## config.mk

```make
export PLATFORM = sky130hd
export DESIGN_NAME = fcp_host
export DESIGN_NICKNAME = d
export VERILOG_FILES = /design/src/pkg/fcp_pkg.sv /design/src/rtl/fcp_host.sv /design/src/rtl/fcp_bus_cycle.sv
export SDC_FILE = /design/constraint.sdc
export NUM_CORES = 1
export LEC_CHECK = 0
export ABC_AREA = 1
export BUFFER_PORTS_ARGS = -buffer_cell sky130_fd_sc_hd__buf_2
export CAP_MARGIN = 15
export CORE_MARGIN = 2
export CORE_UTILIZATION = 55
export CTS_BUF_LIST = sky130_fd_sc_hd__clkbuf_8
export DETAILED_ROUTE_END_ITERATION = 8
export PLACE_DENSITY_LB_ADDON = 0.08
export SETUP_SLACK_MARGIN = 0.3
export SLEW_MARGIN = 20
export SYNTH_ARGS = -nofsm -noshare
export SYNTH_HDL_FRONTEND = slang
export SYNTH_HIERARCHICAL = 1
export SYNTH_SLANG_ARGS = --single-unit
```

## constraint.sdc

```tcl
create_clock -name CLK_I -period 2.2 [get_ports CLK_I]
set_input_delay 0.22 -clock CLK_I [delete_from_list [all_inputs] [get_ports CLK_I]]
set_output_delay 0.22 -clock CLK_I [all_outputs]
set_load 0.01 [all_outputs]
```

## src/pkg/fcp_pkg.sv

```systemverilog
// package: constants and types for the flash command/status host controller
// Functional notes
// after supply-low flag, clear status before any further write or erase
// device flags failed write and failed erase in status bits
// power-down low or supply drop aborts a running write or erase
// power-down or power-off resets upper five status bits to 10000
// interpreter keeps the last command; supply, select, sequencer do not alter it
// interpreter enters array read on power-up, wake, or core brown-out
// host issues array-read command after write or erase before array reads
// a command write needs both write strobe and chip select low
// array changes only after a complete two-step command sequence
// device ignores controls while power-down is low
// host waits wake-up delays after raising power-down before read or write
// host reissues an aborted write or erase sequence in full; code does not reissue, it refuses write or erase until cleared
// byte write is setup code then address and data write
// non-confirm after erase setup sets erase and write error flags
// error flags persist until clear-status or power-down
package fcp_pkg;
	localparam int          CLK_HZ         = 20000000;
	localparam int          WAKE_READ_NS   = 300;
	localparam int          WAKE_WRITE_NS  = 1000;
	localparam int          WAKE_READ_CYC  = (WAKE_READ_NS * (CLK_HZ / 1000000) + 999) / 1000;
	localparam int          WAKE_WRITE_CYC = (WAKE_WRITE_NS * (CLK_HZ / 1000000) + 999) / 1000;
	localparam int          STROBE_CYC     = 2;
	localparam int          CNT_W          = 8;
	localparam logic [7:0]  CMD_READ_ARRAY = 8'hff;
	localparam logic [7:0]  CMD_READ_STAT  = 8'h70;
	localparam logic [7:0]  CMD_CLEAR_STAT = 8'h50;
	localparam logic [7:0]  CMD_WRITE_SET  = 8'h40;
	localparam logic [7:0]  CMD_ERASE_SET  = 8'h20;
	localparam logic [7:0]  CMD_ERASE_CONF = 8'hd0;
	localparam int          BIT_READY      = 7;
	localparam int          BIT_ERASE_ERR  = 5;
	localparam int          BIT_WRITE_ERR  = 4;
	localparam int          BIT_SUPPLY_LOW = 3;
	localparam logic [4:0]  STAT_INIT_HI   = 5'h10;
	localparam logic [2:0]  OP_READ        = 3'h0;
	localparam logic [2:0]  OP_WRITE       = 3'h1;
	localparam logic [2:0]  OP_ERASE       = 3'h2;
	localparam logic [2:0]  OP_CLEAR       = 3'h3;
	localparam logic [2:0]  OP_STATUS      = 3'h4;
	localparam logic [2:0]  OP_SLEEP       = 3'h5;
	localparam logic [2:0]  OP_WAKE        = 3'h6;

	typedef struct packed {
		logic [2:0]  op;
		logic [19:0] addr;
		logic [7:0]  data;
	} fcp_req_t;

	typedef struct packed {
		logic        ce_n;
		logic        we_n;
		logic        oe_n;
		logic        pd_n;
	} fcp_ctl_t;

	typedef enum logic [3:0] {
		ST_IDLE   = 4'b0000,
		ST_CMD1   = 4'b0001,
		ST_CMD2   = 4'b0010,
		ST_POLL   = 4'b0011,
		ST_RDARR  = 4'b0100,
		ST_READ   = 4'b0101,
		ST_SLEEP  = 4'b0110,
		ST_WAKE   = 4'b0111,
		ST_DONE   = 4'b1000,
		ST_REFUSE = 4'b1001
	} fcp_state_t;
endpackage : fcp_pkg

```

## src/rtl/fcp_host.sv

```systemverilog
// host controller that sequences commands into the flash command interface
`timescale 1ns/1ps
module fcp_host
	import fcp_pkg::*;
(
	input  wire logic        CLK_I,
	input  wire logic        RSTN_I,
	input  wire logic        CE_I,
	input  wire fcp_req_t    REQ_I,
	input  wire logic        REQ_VALID_I,
	input  wire logic [7:0]  DQ_I,
	input  wire logic        SUPPLY_HIGH_I,
	output logic             REQ_READY_O,
	output logic             DONE_O,
	output logic             ERROR_O,
	output logic             REFUSED_O,
	output logic [7:0]       RDATA_O,
	output logic [7:0]       STATUS_O,
	output logic [19:0]      ADDR_O,
	output logic [7:0]       DQ_O,
	output logic             DQ_OE_N_O,
	output fcp_ctl_t         CTL_O
);
	fcp_state_t       state_ff, nxt_state;
	fcp_req_t         req_ff;
	logic [CNT_W-1:0] wait_ff;
	logic             pd_n_ff;
	logic             supply_low_seen_ff;
	logic             start_ff;
	logic             wr_ff;
	logic [7:0]       wdata_ff;
	logic [19:0]      baddr_ff;
	logic             cyc_busy, cyc_done;
	logic [7:0]       cyc_rdata;
	logic [19:0]      cyc_addr;
	logic [7:0]       cyc_dq;
	logic             cyc_dq_oe_n, cyc_cs_n, cyc_we_n, cyc_oe_n;

	function automatic logic stat_failed(input logic [7:0] s);
		stat_failed = s[BIT_ERASE_ERR] | s[BIT_WRITE_ERR] | s[BIT_SUPPLY_LOW];
	endfunction : stat_failed

	wire accept     = REQ_VALID_I && REQ_READY_O;
	wire is_alter   = (REQ_I.op == OP_WRITE) || (REQ_I.op == OP_ERASE);
	wire needs_bus  = (REQ_I.op != OP_SLEEP) && (REQ_I.op != OP_WAKE);
	// a set supply flag must be cleared first, so alter requests are refused
	// nothing reaches the pins while asleep; the device would ignore it anyway
	wire must_refuse = (is_alter && supply_low_seen_ff) || (needs_bus && !pd_n_ff);
	wire idle_go    = accept && !must_refuse;
	wire cyc_idle   = !cyc_busy && !start_ff;
	wire ready_now  = cyc_done && cyc_rdata[BIT_READY];

	fcp_bus_cycle u_cycle (
		.clk_i     (CLK_I),
		.rstn_i    (RSTN_I),
		.ce_i      (CE_I),
		.start_i   (start_ff),
		.wr_i      (wr_ff),
		.addr_i    (baddr_ff),
		.wdata_i   (wdata_ff),
		.dq_i      (DQ_I),
		.busy_o    (cyc_busy),
		.done_o    (cyc_done),
		.rdata_o   (cyc_rdata),
		.addr_o    (cyc_addr),
		.dq_o      (cyc_dq),
		.dq_oe_n_o (cyc_dq_oe_n),
		.cs_n_o    (cyc_cs_n),
		.we_n_o    (cyc_we_n),
		.oe_n_o    (cyc_oe_n)
	);

	always_comb
	begin
		nxt_state = state_ff;
		case (state_ff)
			ST_IDLE:
				if (accept)
				begin
					if (must_refuse)
						nxt_state = ST_REFUSE;
					else if (REQ_I.op == OP_SLEEP)
						nxt_state = ST_SLEEP;
					else if (REQ_I.op == OP_WAKE)
						nxt_state = ST_WAKE;
					else if (REQ_I.op == OP_READ)
						nxt_state = ST_RDARR;
					else
						nxt_state = ST_CMD1;
				end
			ST_CMD1:
				if (cyc_done)
					nxt_state = (req_ff.op == OP_WRITE || req_ff.op == OP_ERASE) ? ST_CMD2 : ST_READ;
			ST_CMD2:
				if (cyc_done)
					nxt_state = ST_POLL;
			ST_POLL:
				if (ready_now)
					nxt_state = ST_RDARR;
			ST_RDARR:
				if (cyc_done)
					nxt_state = (req_ff.op == OP_READ) ? ST_READ : ST_DONE;
			ST_READ:
				if (cyc_done)
					nxt_state = (req_ff.op == OP_CLEAR) ? ST_DONE : ST_DONE;
			ST_SLEEP:
				nxt_state = ST_DONE;
			ST_WAKE:
				if (wait_ff == '0)
					nxt_state = ST_DONE;
			default:
				nxt_state = ST_IDLE;
		endcase
	end

	always_ff @(posedge CLK_I or negedge RSTN_I)
	begin
		if (!RSTN_I)
		begin
			state_ff <= ST_IDLE; req_ff <= '0; wait_ff <= '0; pd_n_ff <= 1'b0;
			supply_low_seen_ff <= 1'b0; start_ff <= 1'b0; wr_ff <= 1'b0; wdata_ff <= 8'h00;
			baddr_ff <= 20'h00000; REQ_READY_O <= 1'b0; DONE_O <= 1'b0; ERROR_O <= 1'b0;
			REFUSED_O <= 1'b0; RDATA_O <= 8'h00; STATUS_O <= {STAT_INIT_HI, 3'b000};
		end
		else if (CE_I)
		begin
			state_ff <= nxt_state;
			start_ff <= 1'b0;
			DONE_O <= 1'b0;
			REFUSED_O <= 1'b0;
			REQ_READY_O <= (nxt_state == ST_IDLE) && !accept;
			if (idle_go)
				req_ff <= REQ_I;
			// supply drop aborts the operation; latch it so the host refuses until cleared
			if (!SUPPLY_HIGH_I && state_ff == ST_POLL)
				supply_low_seen_ff <= 1'b1;
			case (state_ff)
				ST_IDLE:
					if (accept)
					begin
						REFUSED_O <= must_refuse;
						DONE_O <= must_refuse;
						if (REQ_I.op == OP_SLEEP)
						begin
							pd_n_ff <= 1'b0; // device clears status and enters array read
							supply_low_seen_ff <= 1'b0; // power-down clears the device supply flag too
						end
						if (REQ_I.op == OP_WAKE)
						begin
							pd_n_ff <= 1'b1;
							wait_ff <= CNT_W'(WAKE_WRITE_CYC > WAKE_READ_CYC ? WAKE_WRITE_CYC : WAKE_READ_CYC);
						end
						if (REQ_I.op == OP_CLEAR)
							supply_low_seen_ff <= 1'b0;
						if (idle_go && REQ_I.op != OP_SLEEP && REQ_I.op != OP_WAKE)
						begin
							start_ff <= 1'b1; wr_ff <= 1'b1; baddr_ff <= REQ_I.addr;
							case (REQ_I.op)
								OP_WRITE:  wdata_ff <= CMD_WRITE_SET;
								OP_ERASE:  wdata_ff <= CMD_ERASE_SET;
								OP_CLEAR:  wdata_ff <= CMD_CLEAR_STAT;
								OP_STATUS: wdata_ff <= CMD_READ_STAT;
								default:   wdata_ff <= CMD_READ_ARRAY;
							endcase
						end
					end
				ST_CMD1:
					if (cyc_done)
					begin
						// second step of the sequence; lone setup never alters array
						start_ff <= 1'b1;
						wr_ff <= (req_ff.op == OP_WRITE || req_ff.op == OP_ERASE);
						wdata_ff <= (req_ff.op == OP_ERASE) ? CMD_ERASE_CONF : req_ff.data;
					end
				ST_CMD2, ST_POLL:
					if ((state_ff == ST_CMD2 && cyc_done) || (state_ff == ST_POLL && cyc_done && !ready_now))
					begin
						start_ff <= 1'b1; wr_ff <= 1'b0; // interpreter stays in status mode
					end
					else if (ready_now)
					begin
						STATUS_O <= cyc_rdata;
						ERROR_O <= stat_failed(cyc_rdata);
						if (cyc_rdata[BIT_SUPPLY_LOW])
							supply_low_seen_ff <= 1'b1;
						start_ff <= 1'b1; wr_ff <= 1'b1; wdata_ff <= CMD_READ_ARRAY; // back to array reads
					end
				ST_RDARR:
					if (cyc_done && req_ff.op == OP_READ)
					begin
						start_ff <= 1'b1; wr_ff <= 1'b0;
					end
				ST_READ:
					if (cyc_done)
					begin
						RDATA_O <= cyc_rdata;
						if (req_ff.op == OP_STATUS)
							STATUS_O <= cyc_rdata;
					end
				ST_WAKE:
					if (wait_ff != '0)
						wait_ff <= wait_ff - CNT_W'(1);
				ST_DONE:
					DONE_O <= 1'b1;
				default:
				begin
				end
			endcase
		end
	end

	// pin outputs straight from the cycle engine flops; power-down held by its own flop
	assign ADDR_O      = cyc_addr;
	assign DQ_O        = cyc_dq;
	assign DQ_OE_N_O   = cyc_dq_oe_n;
	assign CTL_O.ce_n  = cyc_cs_n;
	assign CTL_O.we_n  = cyc_we_n;
	assign CTL_O.oe_n  = cyc_oe_n;
	assign CTL_O.pd_n  = pd_n_ff;
endmodule : fcp_host

```

## src/rtl/fcp_bus_cycle.sv

```systemverilog
// single bus cycle engine: strobes one write or read on the flash pins
`timescale 1ns/1ps
module fcp_bus_cycle
	import fcp_pkg::*;
(
	input  wire logic        clk_i,
	input  wire logic        rstn_i,
	input  wire logic        ce_i,
	input  wire logic        start_i,
	input  wire logic        wr_i,
	input  wire logic [19:0] addr_i,
	input  wire logic [7:0]  wdata_i,
	input  wire logic [7:0]  dq_i,
	output logic             busy_o,
	output logic             done_o,
	output logic [7:0]       rdata_o,
	output logic [19:0]      addr_o,
	output logic [7:0]       dq_o,
	output logic             dq_oe_n_o,
	output logic             cs_n_o,
	output logic             we_n_o,
	output logic             oe_n_o
);
	logic [CNT_W-1:0] cnt_ff;
	logic             wr_ff;
	wire              last = (cnt_ff == CNT_W'(1));

	always_ff @(posedge clk_i or negedge rstn_i)
	begin
		if (!rstn_i)
		begin
			cnt_ff <= '0; wr_ff <= 1'b0; busy_o <= 1'b0; done_o <= 1'b0; rdata_o <= 8'h00;
			addr_o <= 20'h00000; dq_o <= 8'h00; dq_oe_n_o <= 1'b1;
			cs_n_o <= 1'b1; we_n_o <= 1'b1; oe_n_o <= 1'b1;
		end
		else if (ce_i)
		begin
			done_o <= 1'b0;
			if (start_i && !busy_o)
			begin
				// both select and strobe low forms a command write
				busy_o <= 1'b1; wr_ff <= wr_i; cnt_ff <= CNT_W'(STROBE_CYC);
				addr_o <= addr_i; dq_o <= wdata_i; dq_oe_n_o <= !wr_i;
				cs_n_o <= 1'b0; we_n_o <= !wr_i; oe_n_o <= wr_i;
			end
			else if (busy_o)
			begin
				cnt_ff <= cnt_ff - CNT_W'(1);
				if (last)
				begin
					// data is latched on the rising strobe edge; bus released in the same cycle
					busy_o <= 1'b0; done_o <= 1'b1; cs_n_o <= 1'b1; we_n_o <= 1'b1; oe_n_o <= 1'b1;
					dq_oe_n_o <= 1'b1;
					if (!wr_ff)
						rdata_o <= dq_i;
				end
			end
		end
	end
endmodule : fcp_bus_cycle

```

Yosys cells after proc, flatten, opt, wreduce, memory -nomap -nowiden:

Cells that the tools add are included.

* flip-flop bits (word level): 125
* bits of input ports: 44
* output and inout bits: 53

* $add $sub $neg: 2
* equal/unequal tests: 31
* multiplexer cells: 71
* bitwise operators: 5
* reduce and logical (&&, ||, !) cells: 53

Operators with widths (number)
* 2-to-1 mux 8 bit: 15
* 2-to-1 mux 4 bit: 9
* 2-to-1 mux 1 bit: 34
* case mux 4 bit (8 select lines): 1
* case mux 8 bit (2 select lines): 2
* case mux 8 bit (4 select lines): 1
* case mux 8 bit (3 select lines): 1
* == test 4 x 3 -> 1 bit (second input constant): 4
* != test 2 bit (second input constant): 8
* subtractor 8 x 1 -> 8 bit (second input constant): 2
* logical AND 1 bit: 15
* AND reduction 7 bit: 2
* == test 3 bit (second input constant): 4
* 2-to-1 mux 3 bit: 4
* AND reduction 4 bit: 3
* AND reduction 5 bit: 2
* nonzero test 2 bit: 5
* == test 3 x 2 -> 1 bit (second input constant): 3
* != test 3 bit (second input constant): 3
* == test 4 x 2 -> 1 bit (second input constant): 2
* == test 8 x 1 -> 1 bit (second input constant): 1
* logical NOT 4 bit: 2
* logical NOT 8 bit: 1
* case mux 1 bit (4 select lines): 2
* other kinds (17): 36

Longest topological paths before layout:

Gate-level depths: netlist of the first run.

* depth in word-level cells: 11
* gate-level depth with buffers: 12

Cells and area by module:

The synthesis of the first run kept the hierarchy.

By module, submodules not included
* fcp_host: times used 1, cells an instance 471, area each 3811.2 um^2, sequential area each 1878.1 um^2
* fcp_bus_cycle: times used 1, cells an instance 249, area each 2090.8 um^2, sequential area each 1255.0 um^2

Worst setup path before layout of the first run:

No wires, ideal clock.

* kind: reg-to-reg
* start: reg state_ff[2]
* end: reg wdata_ff[5]
* library setup time: 123 ps
* arrival time: 1356 ps
* data required time: 2077 ps
* slack: 721 ps
* stages on the path, launching flop included: 11
* clock period less this slack: 1479 ps
* cell sequence: dfrtp_1 -> inv_1 -> nand2_2 -> nor2_1 -> nand3_1 -> nand3_2 -> nor3_4 -> nand2_2 -> buf_6 -> nand2_1 -> o21ai_2

* cells in the longest elaborated chain, start to end: 6
* elaborated cells between the ends (all ways): 17
* those cells by class: eq/ne: 8; mux: 1; reduce/logical: 8

Ends and longest elaborated chain
* start, declared: line fcp_host.sv:24 `fcp_state_t state_ff, nxt_state;`
* start signal, assigned: line fcp_host.sv:127 `state_ff <= nxt_state;`
* == test 4 x 2 -> 1 bit: line fcp_host.sv:137, fcp_host.sv:176
* logical AND 1 bit (2 in a row): line fcp_host.sv:176 `if ((state_ff == ST_CMD2 && cyc_done) || (state_ff == ST_POLL && cyc_done && !ready_now))`
* logical OR 1 bit: line fcp_host.sv:176
* != test 2 bit (no source line)
* AND reduction 7 bit (no source line)
* end signal, assigned: line fcp_host.sv:173 `wdata_ff <= (req_ff.op == OP_ERASE) ? CMD_ERASE_CONF : req_ff.data;`
* end, declared: line fcp_host.sv:31 `logic [7:0] wdata_ff;`

Several ways; a longest one is shown, not always the timed one.
A chain may end at the register's enable or synchronous reset.

Final worst setup path of the first run:

* start: reg state_ff[2]
* end: reg wdata_ff[4]

The elaborated chain is that of the path after synthesis.

==> results of run 1 <==
==> registers in the layout (all words and copies together), names as in the netlist, 4 cells and up <==
register	count
req_ff	11
u_cycle/rdata_o	8
u_cycle/cnt_ff	8
STATUS_O	8
u_cycle/dq_o	8
RDATA_O	8
wait_ff	8
wdata_ff	8
baddr_ff	20
u_cycle/addr_o	20
state_ff	4
==> cell type report <==
class                   instances  area [um^2]  share of cell area (%)
well taps                     136        170.2                   2.420
clock buffers                  18        247.7                   3.523
multi-input cells             510         2402                   34.16
flip-flops and latches        125         3133                   44.56
inverters                      61        231.5                   3.292
repair buffers                123        750.7                   10.68
clock inverters                14        96.34                   1.370
==> power by group through the flow <==
stage / clock network (mW) / logic [mW] / registers (mW)
4_1_cts: 1.76 / 2.68 / 3.68
2_1_floorplan: 0 / 1.78 / 3.74
5_1_grt: 1.87 / 3.06 / 3.79
6_report: 1.72 / 2.68 / 3.68
3_3_place_gp: 0 / 2.55 / 3.69
3_5_place_dp: 0 / 2.65 / 3.72
==> cells in the final DEF, fill, tap and decap left out, types with 2 or more instances in the layout <==
cell	instances
nor2_2	5
o21ai_2	3
nor2_1	42
o31ai_1	2
nand2_4	2
o22ai_1	3
ha_1	2
clkbuf_8	18
o21ai_0	43
mux2_2	4
clkinvlp_4	3
clkinv_2	6
nand3_2	4
nand2_1	280
o21ai_1	20
nand3_1	49
dlygate4sd3_1	21
clkinv_4	3
nand4_1	8
inv_2	9
nor3_4	2
dfstp_2	4
buf_4	6
nor3_1	4
nand2_2	10
dfrtp_1	121
inv_6	2
xor2_1	3
buf_2	95
mux2_1	4
inv_1	51
a21oi_1	11
==> critical path, delay by kind of cell, from the launching register on <==
| family | cells | cell delay [ns] |
|---|---|---|
| DFF | 1 | 0.38 |
| buffers and inverters | 1 | 0.09 |
| AOI/OAI and AO/OA | 1 | 0.06 |
| and+or+nand+nor | 7 | 1.11 |
==> cell usage after synthesis (5+ instances only) <==
| cell | count |
|---|---|
| a21oi_1 | 11 |
| buf_4 | 8 |
| clkbuf_1 | 7 |
| dfrtp_1 | 121 |
| inv_1 | 51 |
| inv_2 | 9 |
| nand2_1 | 280 |
| nand2_2 | 10 |
| nand3_1 | 50 |
| nand4_1 | 8 |
| nor2_1 | 42 |
| nor2_2 | 5 |
| o21ai_0 | 43 |
| o21ai_1 | 20 |
==> routing by layer <==
metal / vias up / part of all wire (%) / GRT usage, % / wire length [um]
met5: - / 0 / 0 / 0
met4: 0 / 1.5 / 8.516 / 198
met3: 26 / 6.0 / 5.145 / 813
met2: 197 / 46 / 37.65 / 6227
met1: 2370 / 46 / 34.77 / 6274
li1: 2526 / - / - / -
==> through the flow <==
| stage | hold slack [ns] | instance area [um^2] | instances |
|---|---|---|---|
| 3_3_place_gp | 0.3722 | 6470 | 934 |
| 2_1_floorplan | -0.07559 | 5902 | 720 |
| 4_1_cts | 0.0006203 | 7014 | 986 |
| 6_report | 0.02626 | 7032 | 987 |
| 3_5_place_dp | 0.3763 | 6470 | 934 |
| 5_1_grt | 0.006181 | 7032 | 987 |
==> path summary, 6_finish.rpt <==
kind,startpoint,end,slack (ns),depth (start not counted)
max,state_ff[2]$_DFFE_PN0P_,wdata_ff[4]$_DFFE_PN0P_,0.45,9
min,REQ_I[25],baddr_ff[17]$_DFFE_PN0P_,0.03,3
max reg2reg,state_ff[2]$_DFFE_PN0P_,wdata_ff[4]$_DFFE_PN0P_,0.45,9
min reg2reg,u_cycle/dq_o[4]$_DFFE_PN0P_,u_cycle/dq_o[4]$_DFFE_PN0P_,0.47,2
max in group asynchronous,RSTN_I,ERROR_O$_DFFE_PN0P_,1.29,3
min in group asynchronous,RSTN_I,u_cycle/addr_o[16]$_DFFE_PN0P_,0.44,3
==> kinds of logic after synthesis <==
family / Yosys count / share of synthesized area [%]
adders and majority gates: 3 / 0.6361
xor gates and xnor gates: 3 / 0.4453
buffers and inverters: 85 / 6.339
DFF: 125 / 53.08
AOI/OAI and AO/OA: 86 / 8.077
muxes: 8 / 1.526
and+or+nand+nor: 410 / 29.89
==> timing repair <==
action                                  4_1_cts  5_1_grt
endpoints found under the setup margin        0       10
gates resized for setup                       0        2
setup buffers                                 0        0
hold buffers                                 20        1
endpoints found under the hold margin       140        1
==> results.md, run 1 <==
- Status: complete, no violations
- Synth top area cells: dfrtp_1 51%, nand2_1 18%, nand3_1 4.2%
- Post-Syn Area per Cell: 8.197 um^2
- Worst-Margin Slew: 0.7142 ns
- Clk pin slew, worst setup/hold paths: 0.07 ns
- Sequential cell area fraction in the yosys report: 53.08%
- #FFs+latches synth: 125
- Final WL: 13.51 mm
- Reg power frac: 45.6%
- I/O Buffers: 96
- Startpoint Class: flip-flop
- Crit path capture type: flip-flop
- Inserted Clock Buffers: 17
- Critical path's largest stage delay: 0.38 ns
- Largest net degree at the start of global routing: 126
- Routed len/inst: 13.69 um
- CTS tree: done
- Grt ovf: 0
- Placer Congestion: 1.079
- DR iter-0 viols: 510
- Die width: 107.6 um
- VDD IR max: 0.5570 mV
- Most used cell, CP: nand2_2
- # setup viols final: 0
- Clock power share: 21.3%
- Crit path kind: flip-flop to flip-flop
- Post-route clock skew: 0.006307 ns
- Final Power: 8.082 mW
- Vias in the first global route: 4824
- Max Clk Rate: 572.5 MHz
- Warning count from the yosys run: 6
- Crit Path Max Fanout: 11
- Setup slack after layout: 0.4532 ns
- Synth top area share: 51.30%
- Fin Setup TNS: 0 ns
- Die area: 11580 um^2
- # diodes: 0
- Cell variety after synth: 39
- Synth Flop Type: dfrtp_1
- Post-layout util: 67.81%
- Comb pwr share: 33.2%
- Initial core utilization: 56.91%
- First drt pass iteration count: 5
- Synthesized netlist cell count: 720
- First-pass GRT wire length: 22.51 mm
- Power Dens Cells: 1149 nW/um^2
- Int Pwr: 4.957 mW
- CP Data Arrival Time: 2.06 ns
- Number of failing hold endpoints at the final stage: 0
- Hold WC Path Type: input pin to flip-flop
- Final slew viol count: 0
- CP Data Required Time: 2.51 ns
- # DRC: 0
- Vias/cell: 5.186
- Layout cell share with drive strength beyond 1: 21.50%
- Min Tclk post-route: 1.747 ns
- Pre-CTS setup slack: 0.3730 ns
- Synth area leader: dfrtp_1
- Worst-Skew Late Latency: 0.42 ns
- Initial antenna violation count: 0
- Switch Pwr: 3.125 mW
- Post-Syn Nets: 767
- Root Buffer Master: clkbuf_8
- Period utilisation layout: 79.40%
- Post-synthesis async set-or-reset flop share: 100.0%
- Crit-path slowest cell: dfrtp_1
- Die height: 107.6 um
- CTS sink cnt: 125
- Fin nets: 885
- LEAKAGE: 3.797 nW
- Core area: 10370 um^2
- CTS max path bufs: 2
- Switch share: 38.67%
- Max-slew headroom: 52.34%
- Post-synth EDFFs: 0
- Synth-to-layout area growth: 19.14%
- Rows: 37
- Vias: 5119
- HPWL Detailed: 9.425 mm
- Critical-path cell list: inv_1 -> nand2_2 -> nor2_1 -> nand3_1 -> nand3_2 -> nor3_4 -> nand2_2 -> nand2_1 -> o21ai_2
- Overall Global Routing Usage: 24.52%
- H-tree depth: 4
- Post-synth design cell area: 5902 um^2
- Max-cap viol count: 0
- I/O pin total: 97
- Post-route ant nets: 0
- RSZ-0062 raised after global routing: no
- Filler cell count: 910
No activity file was read; power rests on OpenSTA's default activity.
==> run 2: changes to the inputs <==
- clock period: 2.2 -> 1.7 ns (I/O delays scaled with it)
==> run 2 against run 1 <==
  * Die area stayed put
  * Non-clock buffer count increased by 80
  * Fmax grew 7.9%
  * Largest cell class unchanged
  * Largest power group is now combinational cells
  * Highest routed layer unchanged
==> results.md, run 2 (same netlist as run 1, synthesis figures left out) <==
- Placer Congestion: 0.9354 (-13%)
- Core area: 10370 um^2 (unchanged)
- Overall Global Routing Usage: 29.03% (+4.5 points)
- Setup slack after layout: 0.08143 ns (-0.3718 ns)
- RSZ-0062 raised after global routing: yes
- Biggest regs: baddr_ff (20), u_cycle/addr_o (20), req_ff (11)
- Root Buffer Master: clkbuf_8
- Max Clk Rate: 617.8 MHz (+7.9%)
- Critical-path cell list: inv_4 -> nand2_4 -> buf_6 -> nor2_4 -> buf_6 -> nand4_1 -> a41oi_1
- Startpoint Class: flip-flop
- HPWL Detailed: 10.26 mm (+8.8%)
- Crit path kind: flip-flop to flip-flop
- Synth-to-layout area growth: 41.87%
- Initial antenna violation count: 0 (unchanged)
- Top delay family on crit path: flip-flops
- Fin Setup TNS: 0 ns (unchanged)
- CTS tree: done
- Status: complete, no violations
- Placed Cells incl. Taps: 953 (+2.0%)
- Inserted Clock Buffers: 17 (unchanged)
- # DRC: 0 (unchanged)
- Grt ovf: 0 (unchanged)
- Critical Path Stages: 7 (-2)
- Rows: 37 (unchanged)
- Crit-path slowest cell: dfrtp_2
- CTS max path bufs: 2 (unchanged)
- Crit path buffers/inverters: 3 (+2)
- Die width: 107.6 um (unchanged)
- Clk pin slew, worst setup/hold paths: 0.07 ns (about the same)
- CTS sink cnt: 125 (unchanged)
- Vias: 5731 (+12%)
- Period utilisation layout: 95.21% (+16 points)
- Post-route clock skew: 0.01142 ns (+0.005117 ns)
- CP Data Required Time: 2.02 ns (-0.49 ns)
- Hold Path Depth: 4 (+1)
- Reg2reg path depth: 7 (-2)
- Power Dens Cells: 1469 nW/um^2 (+28%)
- CP Data Arrival Time: 1.94 ns (-0.12 ns)
- Final slew viol count: 0 (unchanged)
- Vias/cell: 5.351 (+3.2%)
- Die area: 11580 um^2 (unchanged)
- Post-route ant nets: 0 (unchanged)
- Die height: 107.6 um (unchanged)
- LEAKAGE: 4.446 nW (+17%)
- Most used cell, CP: buf_6
- Min Tclk post-route: 1.619 ns (-0.1282 ns)
- I/O pin total: 97 (unchanged)
- I/O Buffers: 96 (unchanged)
- Largest net degree at the start of global routing: 42 (-67%)
- Routed len/inst: 16.08 um (+17%)
- Final std cells w/o fill: 1071 (+8.5%)
- First drt pass iteration count: 6 (+1)
- Pre-CTS setup slack: -0.009722 ns (-0.3827 ns)
- Initial core utilization: 56.91% (unchanged)
- Filler cell count: 657 (-28%)
- Final WL: 17.22 mm (+27%)
- DR iter-0 viols: 460 (-9.8%)
- Commonest non-fill, non-tap cell in the layout: nand2_1
- Hold WC Path Type: input pin to flip-flop
- First-pass GRT wire length: 26.09 mm (+16%)
- # setup viols final: 0 (unchanged)
- Critical path's largest stage delay: 0.46 ns (+0.08 ns)
- H-tree depth: 4 (unchanged)
- Max-cap viol count: 0 (unchanged)
- Fin nets: 968 (+9.4%)
- VDD IR max: 0.9785 mV (+76%)
- Max-slew headroom: 69.42% (+17 points)
- Worst-Margin Slew: 0.4588 ns (-0.2554 ns)
- Vias in the first global route: 5545 (+15%)
- Worst-Skew Late Latency: 0.44 ns (+0.02 ns)
- Crit Path Max Fanout: 4 (-7)
- Most frequent cells in the layout: 230 x nand2_1, 116 x dfrtp_1, 96 x buf_2, 50 x buf_4, 45 x inv_1
- Crit path capture type: flip-flop
- Layout cell share with drive strength beyond 1: 36.51% (+15 points)
- Number of failing hold endpoints at the final stage: 0 (unchanged)
run 2: cell types whose count changed in the layout (fill, tap and decap cells not counted), sizes merged:
cell         change
bufinv           +2
nand2            +1
dlygate4sd3     +16
nand3b           +1
clkinvlp         +2
clkbuf           +4
diode            +1
buf             +62
clkinv           -7
inv              +2
run 2: layout make-up:
| cell class | count | area (um^2) | share of cell area [%] |
|---|---|---|---|
| Timing Repair inverter | 1 | 6.256 | 0.07472 |
| Timing Repair Buffer | 203 | 1513 | 18.07 |
| Multi-Input combinational cell | 512 | 2884 | 34.44 |
| Inverter | 61 | 249.0 | 2.974 |
| Clock buffer | 20 | 275.3 | 3.288 |
| Tap cell | 136 | 170.2 | 2.032 |
| Sequential cell | 125 | 3139 | 37.49 |
| Clock inverter | 12 | 133.9 | 1.599 |
| Antenna cell | 1 | 2.502 | 0.02989 |
run 2: worst paths after layout:
path                                    startpoint                             end  slack, ns
min in group asynchronous                   RSTN_I  u_cycle/addr_o[15]$_DFFE_PN0P_       0.22
hold reg to reg            baddr_ff[9]$_DFFE_PN0P_   u_cycle/addr_o[9]$_DFFE_PN0P_       0.47
max in group asynchronous                   RSTN_I         STATUS_O[7]$_DFFE_PN1P_       0.83
setup / recovery           state_ff[3]$_DFFE_PN0P_         state_ff[3]$_DFFE_PN0P_       0.08
setup reg to reg           state_ff[3]$_DFFE_PN0P_         state_ff[3]$_DFFE_PN0P_       0.08
hold / removal                       SUPPLY_HIGH_I  supply_low_seen_ff$_DFFE_PN0P_       0.07
run 2: what timing repair did:
item,4_1_cts,5_1_grt
gates cloned,6,2
endpoints found under the setup margin,75,75
buffers inserted,30,10
resized for setup,62,104
pin swaps,28,20
hold buffers,37,0
hold endpoints to repair,63,0
run 2: tightest hold or removal path, stage by stage:
cell and delay, ns:
buf_2 0.08, nor3_1 0.04, o21ai_1 0.11, a21oi_1 0.07
run 2: where the power goes:
group | total, mW | internal, mW | switching, mW
logic | 4.85 | 2.01 | 2.85
registers | 4.79 | 4.08 | 0.709
clock network | 2.65 | 1.43 | 1.23
total | 12.3 | 7.52 | 4.78
run 2: metal layers:
metal	up-vias	wire length [um]	GRT usage (%)
met5	-	0	0
met4	0	448	11.08
met3	47	1046	5.751
met2	241	8799	48.83
met1	2731	6923	37.12
li1	2712	-	-
run 2: metrics by stage:
stage               util (%)  instance area (um^2)  hold WS (ns)  power (mW)
floorplan                  -                  5952       -0.1256       7.203
detailed placement     64.32                  6670        0.1493       8.481
global route           80.72                  8371       0.08332       13.11
CTS                    76.59                  7943       0.04375       11.81
global placement       64.32                  6670        0.1477       8.310
finish                 80.74                  8373       0.06970       12.30
==> run 3: changes to the inputs <==
- BUFFER_PORTS_ARGS: -buffer_cell sky130_fd_sc_hd__buf_2 -> not set
- DONT_BUFFER_PORTS: not set -> 1
- MAX_ROUTING_LAYER: not set -> met4
- clock period: 1.7 -> 1.9 ns (I/O delays scaled with it)
==> run 3 against run 2 <==
  * The run now ends with negative hold slack left
  * Non-clock buffer count down 122
  * Count of clock-buffer cells in the layout down 2
  * Total power down 14%
  * Final cell count down 11%
  * Flip-flop and latch count unchanged
  * Worst setup slack better by 0.12 ns
  * Register-to-register slack better by 0.12 ns
  * Wire length down 11%
  * Fmax down 4.9%
  * Clock power up 5%
  * Die area unchanged
  * Critical endpoint is now baddr_ff[1]$_DFFE_PN0P_
  * Largest cell class unchanged
  * Highest routed layer unchanged
==> results.md, run 3 (same netlist as run 1, synthesis figures left out) <==
- Status: finished, violations left
- Failing checks: negative hold slack
- VDD IR max: 0.6639 mV (-32%)
- Placer Congestion: 0.9110 (-2.6%)
- Core area: 10370 um^2 (unchanged)
- # DRC: 0 (unchanged)
- Startpoint Class: flip-flop
- Power Dens Cells: 1406 nW/um^2 (-4.3%)
- Worst-Skew Late Latency: 0.44 ns (about the same)
- CTS sink cnt: 125 (unchanged)
- First drt pass iteration count: 5 (-1)
- Die area: 11580 um^2 (unchanged)
- R2r setup slk: 0.20 ns (+0.12 ns)
- Crit Path Max Fanout: 5 (+1)
- Worst-Margin Slew: 0.6211 ns (+0.1623 ns)
- Hold WC Path Type: input pin to asynchronous set/reset pin
- Final WL: 15.25 mm (-11%)
- Max-cap viol count: 0 (unchanged)
- Min Tclk post-route: 1.701 ns (+0.08274 ns)
- Crit path kind: flip-flop to flip-flop
- DR iter-0 viols: 393 (-15%)
- Post-route clock skew: 0.01511 ns (+0.003683 ns)
- Inserted Clock Buffers: 17 (unchanged)
- Most frequent cells in the layout: 242 x nand2_1, 116 x dfrtp_1, 47 x inv_1, 44 x dlygate4sd3_1
- HPWL Detailed: 9.364 mm (-8.7%)
- Layout cell share with drive strength beyond 1: 23.40% (-13 points)
- H-tree depth: 4 (unchanged)
- Footprint of the multi-input gates: 2705 um^2 (-6.2%)
- First-pass GRT wire length: 22.80 mm (-13%)
- CP Data Required Time: 2.28 ns (+0.26 ns)
- Largest net degree at the start of global routing: 126 (+200%)
- LEAKAGE: 3.744 nW (-16%)
- Max Clk Rate: 587.8 MHz (-4.9%)
- Grt ovf: 0 (unchanged)
- Root Buffer Master: clkbuf_8
- I/O Buffers: 0 (-100%)
- # diodes: 0 (-1)
- Register area: 3139 um^2 (unchanged)
- Initial antenna violation count: 0 (unchanged)
- Vias in the first global route: 4857 (-12%)
- Final slew viol count: 0 (unchanged)
- Commonest non-fill, non-tap cell in the layout: nand2_1
- Synth-to-layout area growth: 27.20%
- Final Power: 10.56 mW (-14%)
- WHS: -0.5572 ns (-0.6269 ns)
- Number of failing hold endpoints at the final stage: 125 (+125)
- Overall Global Routing Usage: 26.01% (-3.0 points)
- Filler cell count: 810 (+23%)
- Clk pin slew, worst setup/hold paths: 0.08 ns (about the same)
- CTS tree: done
- CP startpoint: state_ff[2]$_DFFE_PN0P_
- CTS max path bufs: 2 (unchanged)
- CP Data Arrival Time: 2.08 ns (+0.14 ns)
- # setup viols final: 0 (unchanged)
- Initial core utilization: 56.91% (unchanged)
- Max-slew headroom: 58.46% (-11 points)
- Die height: 107.6 um (unchanged)
- Routed len/inst: 16.08 um (about the same)
- Crit path capture type: flip-flop
- Die width: 107.6 um (unchanged)
- Fin nets: 846 (-13%)
- Rows: 37 (unchanged)
- Post-layout util: 72.39% (-8.3 points)
- Reg2Reg Launch Point: state_ff[2]$_DFFE_PN0P_
- RSZ-0062 raised after global routing: yes
- Hold_buf cts: 44 (+19%)
- Biggest regs: baddr_ff (20), u_cycle/addr_o (20), req_ff (11)
- Fin Setup TNS: 0 ns (unchanged)
- Vias/cell: 5.365 (+0.26%)
- Vias: 5086 (-11%)
- Period utilisation layout: 89.54% (-5.7 points)
- I/O pin total: 97 (unchanged)
- Post-route ant nets: 0 (unchanged)
-- run 3: cell count changes in the layout (fill, tap and decap cells not counted), sizes merged --
cell	before	now
buf	164	37
bufinv	2	5
inv	65	67
dlygate4sd3	37	44
clkbuf	22	18
clkinvlp	5	0
clkinv	2	4
diode	1	0
-- run 3: layer usage --
metal	share of wire (%)	vias to the layer above	wire length (um)	GRT usage, %
met5	0	-	0	-
met1	44	2433	6693	34.25
met3	6.2	28	946	6.174
met2	48	169	7297	40.07
met4	2.0	0	310	8.516
li1	-	2456	-	-
-- run 3: area by class of cell --
type | instances | area share [%]
flip-flops and latches | 125 | 41.82
multi-input cells | 512 | 36.03
repair buffers | 81 | 10.20
clock buffers | 18 | 3.300
inverters | 61 | 3.217
clock inverters | 14 | 3.083
well taps | 136 | 2.267
repair inverters | 1 | 0.08333
-- run 3: metrics by stage --
stage               worst slack (ns)  area, um^2  instances  hold slack (ns)
finish                        0.1987        7507        948          -0.5572
global route                  0.1087        7507        948          -0.5869
CTS                           0.2710        7005        923          -0.5729
detailed placement            0.1371        5982        839          -0.1032
global placement              0.1376        5982        839          -0.1033
floorplan                     0.4206        5902        720          -0.1056
-- run 3: repair_timing --
item | in CTS | in global routing
pin swaps | 5 | 27
cloned | 1 | 7
gates resized for setup | 14 | 117
setup endpoints to repair | 48 | 67
hold endpoints to repair | 176 | 125
setup buffers | 7 | 18
-- run 3: path summary, 6_finish.rpt --
check	cells past startpoint	endpoint
worst max-delay path	10	baddr_ff[1]$_DFFE_PN0P_
worst min-delay path	0	baddr_ff[18]$_DFFE_PN0P_
worst max register to register	10	baddr_ff[1]$_DFFE_PN0P_
worst min register to register	2	u_cycle/addr_o[2]$_DFFE_PN0P_
max in group asynchronous	0	STATUS_O[7]$_DFFE_PN1P_
min in group CLK_I	3	pd_n_ff$_DFFE_PN0P_
-- run 3: report_power, final --
group / switching (mW) / total [mW] / internal, mW / leakage [nW]
clock: 1.16 / 2.79 / 1.63 / 0.241
sequential: 0.913 / 4.57 / 3.66 / 1.63
combinational: 1.90 / 3.19 / 1.30 / 1.87
total: 3.97 / 10.6 / 6.59 / 3.74
-- run 3: worst max-delay path, cell delays in order (launching register included) --
cell and delay [ns]:
dfrtp_1 0.43, buf_6 0.14, nor2_4 0.17, nand2_4 0.11
inv_4 0.08, nand4_1 0.09, buf_6 0.15, nor2_4 0.18
buf_6 0.16, nand2_2 0.06, nand2_2 0.06
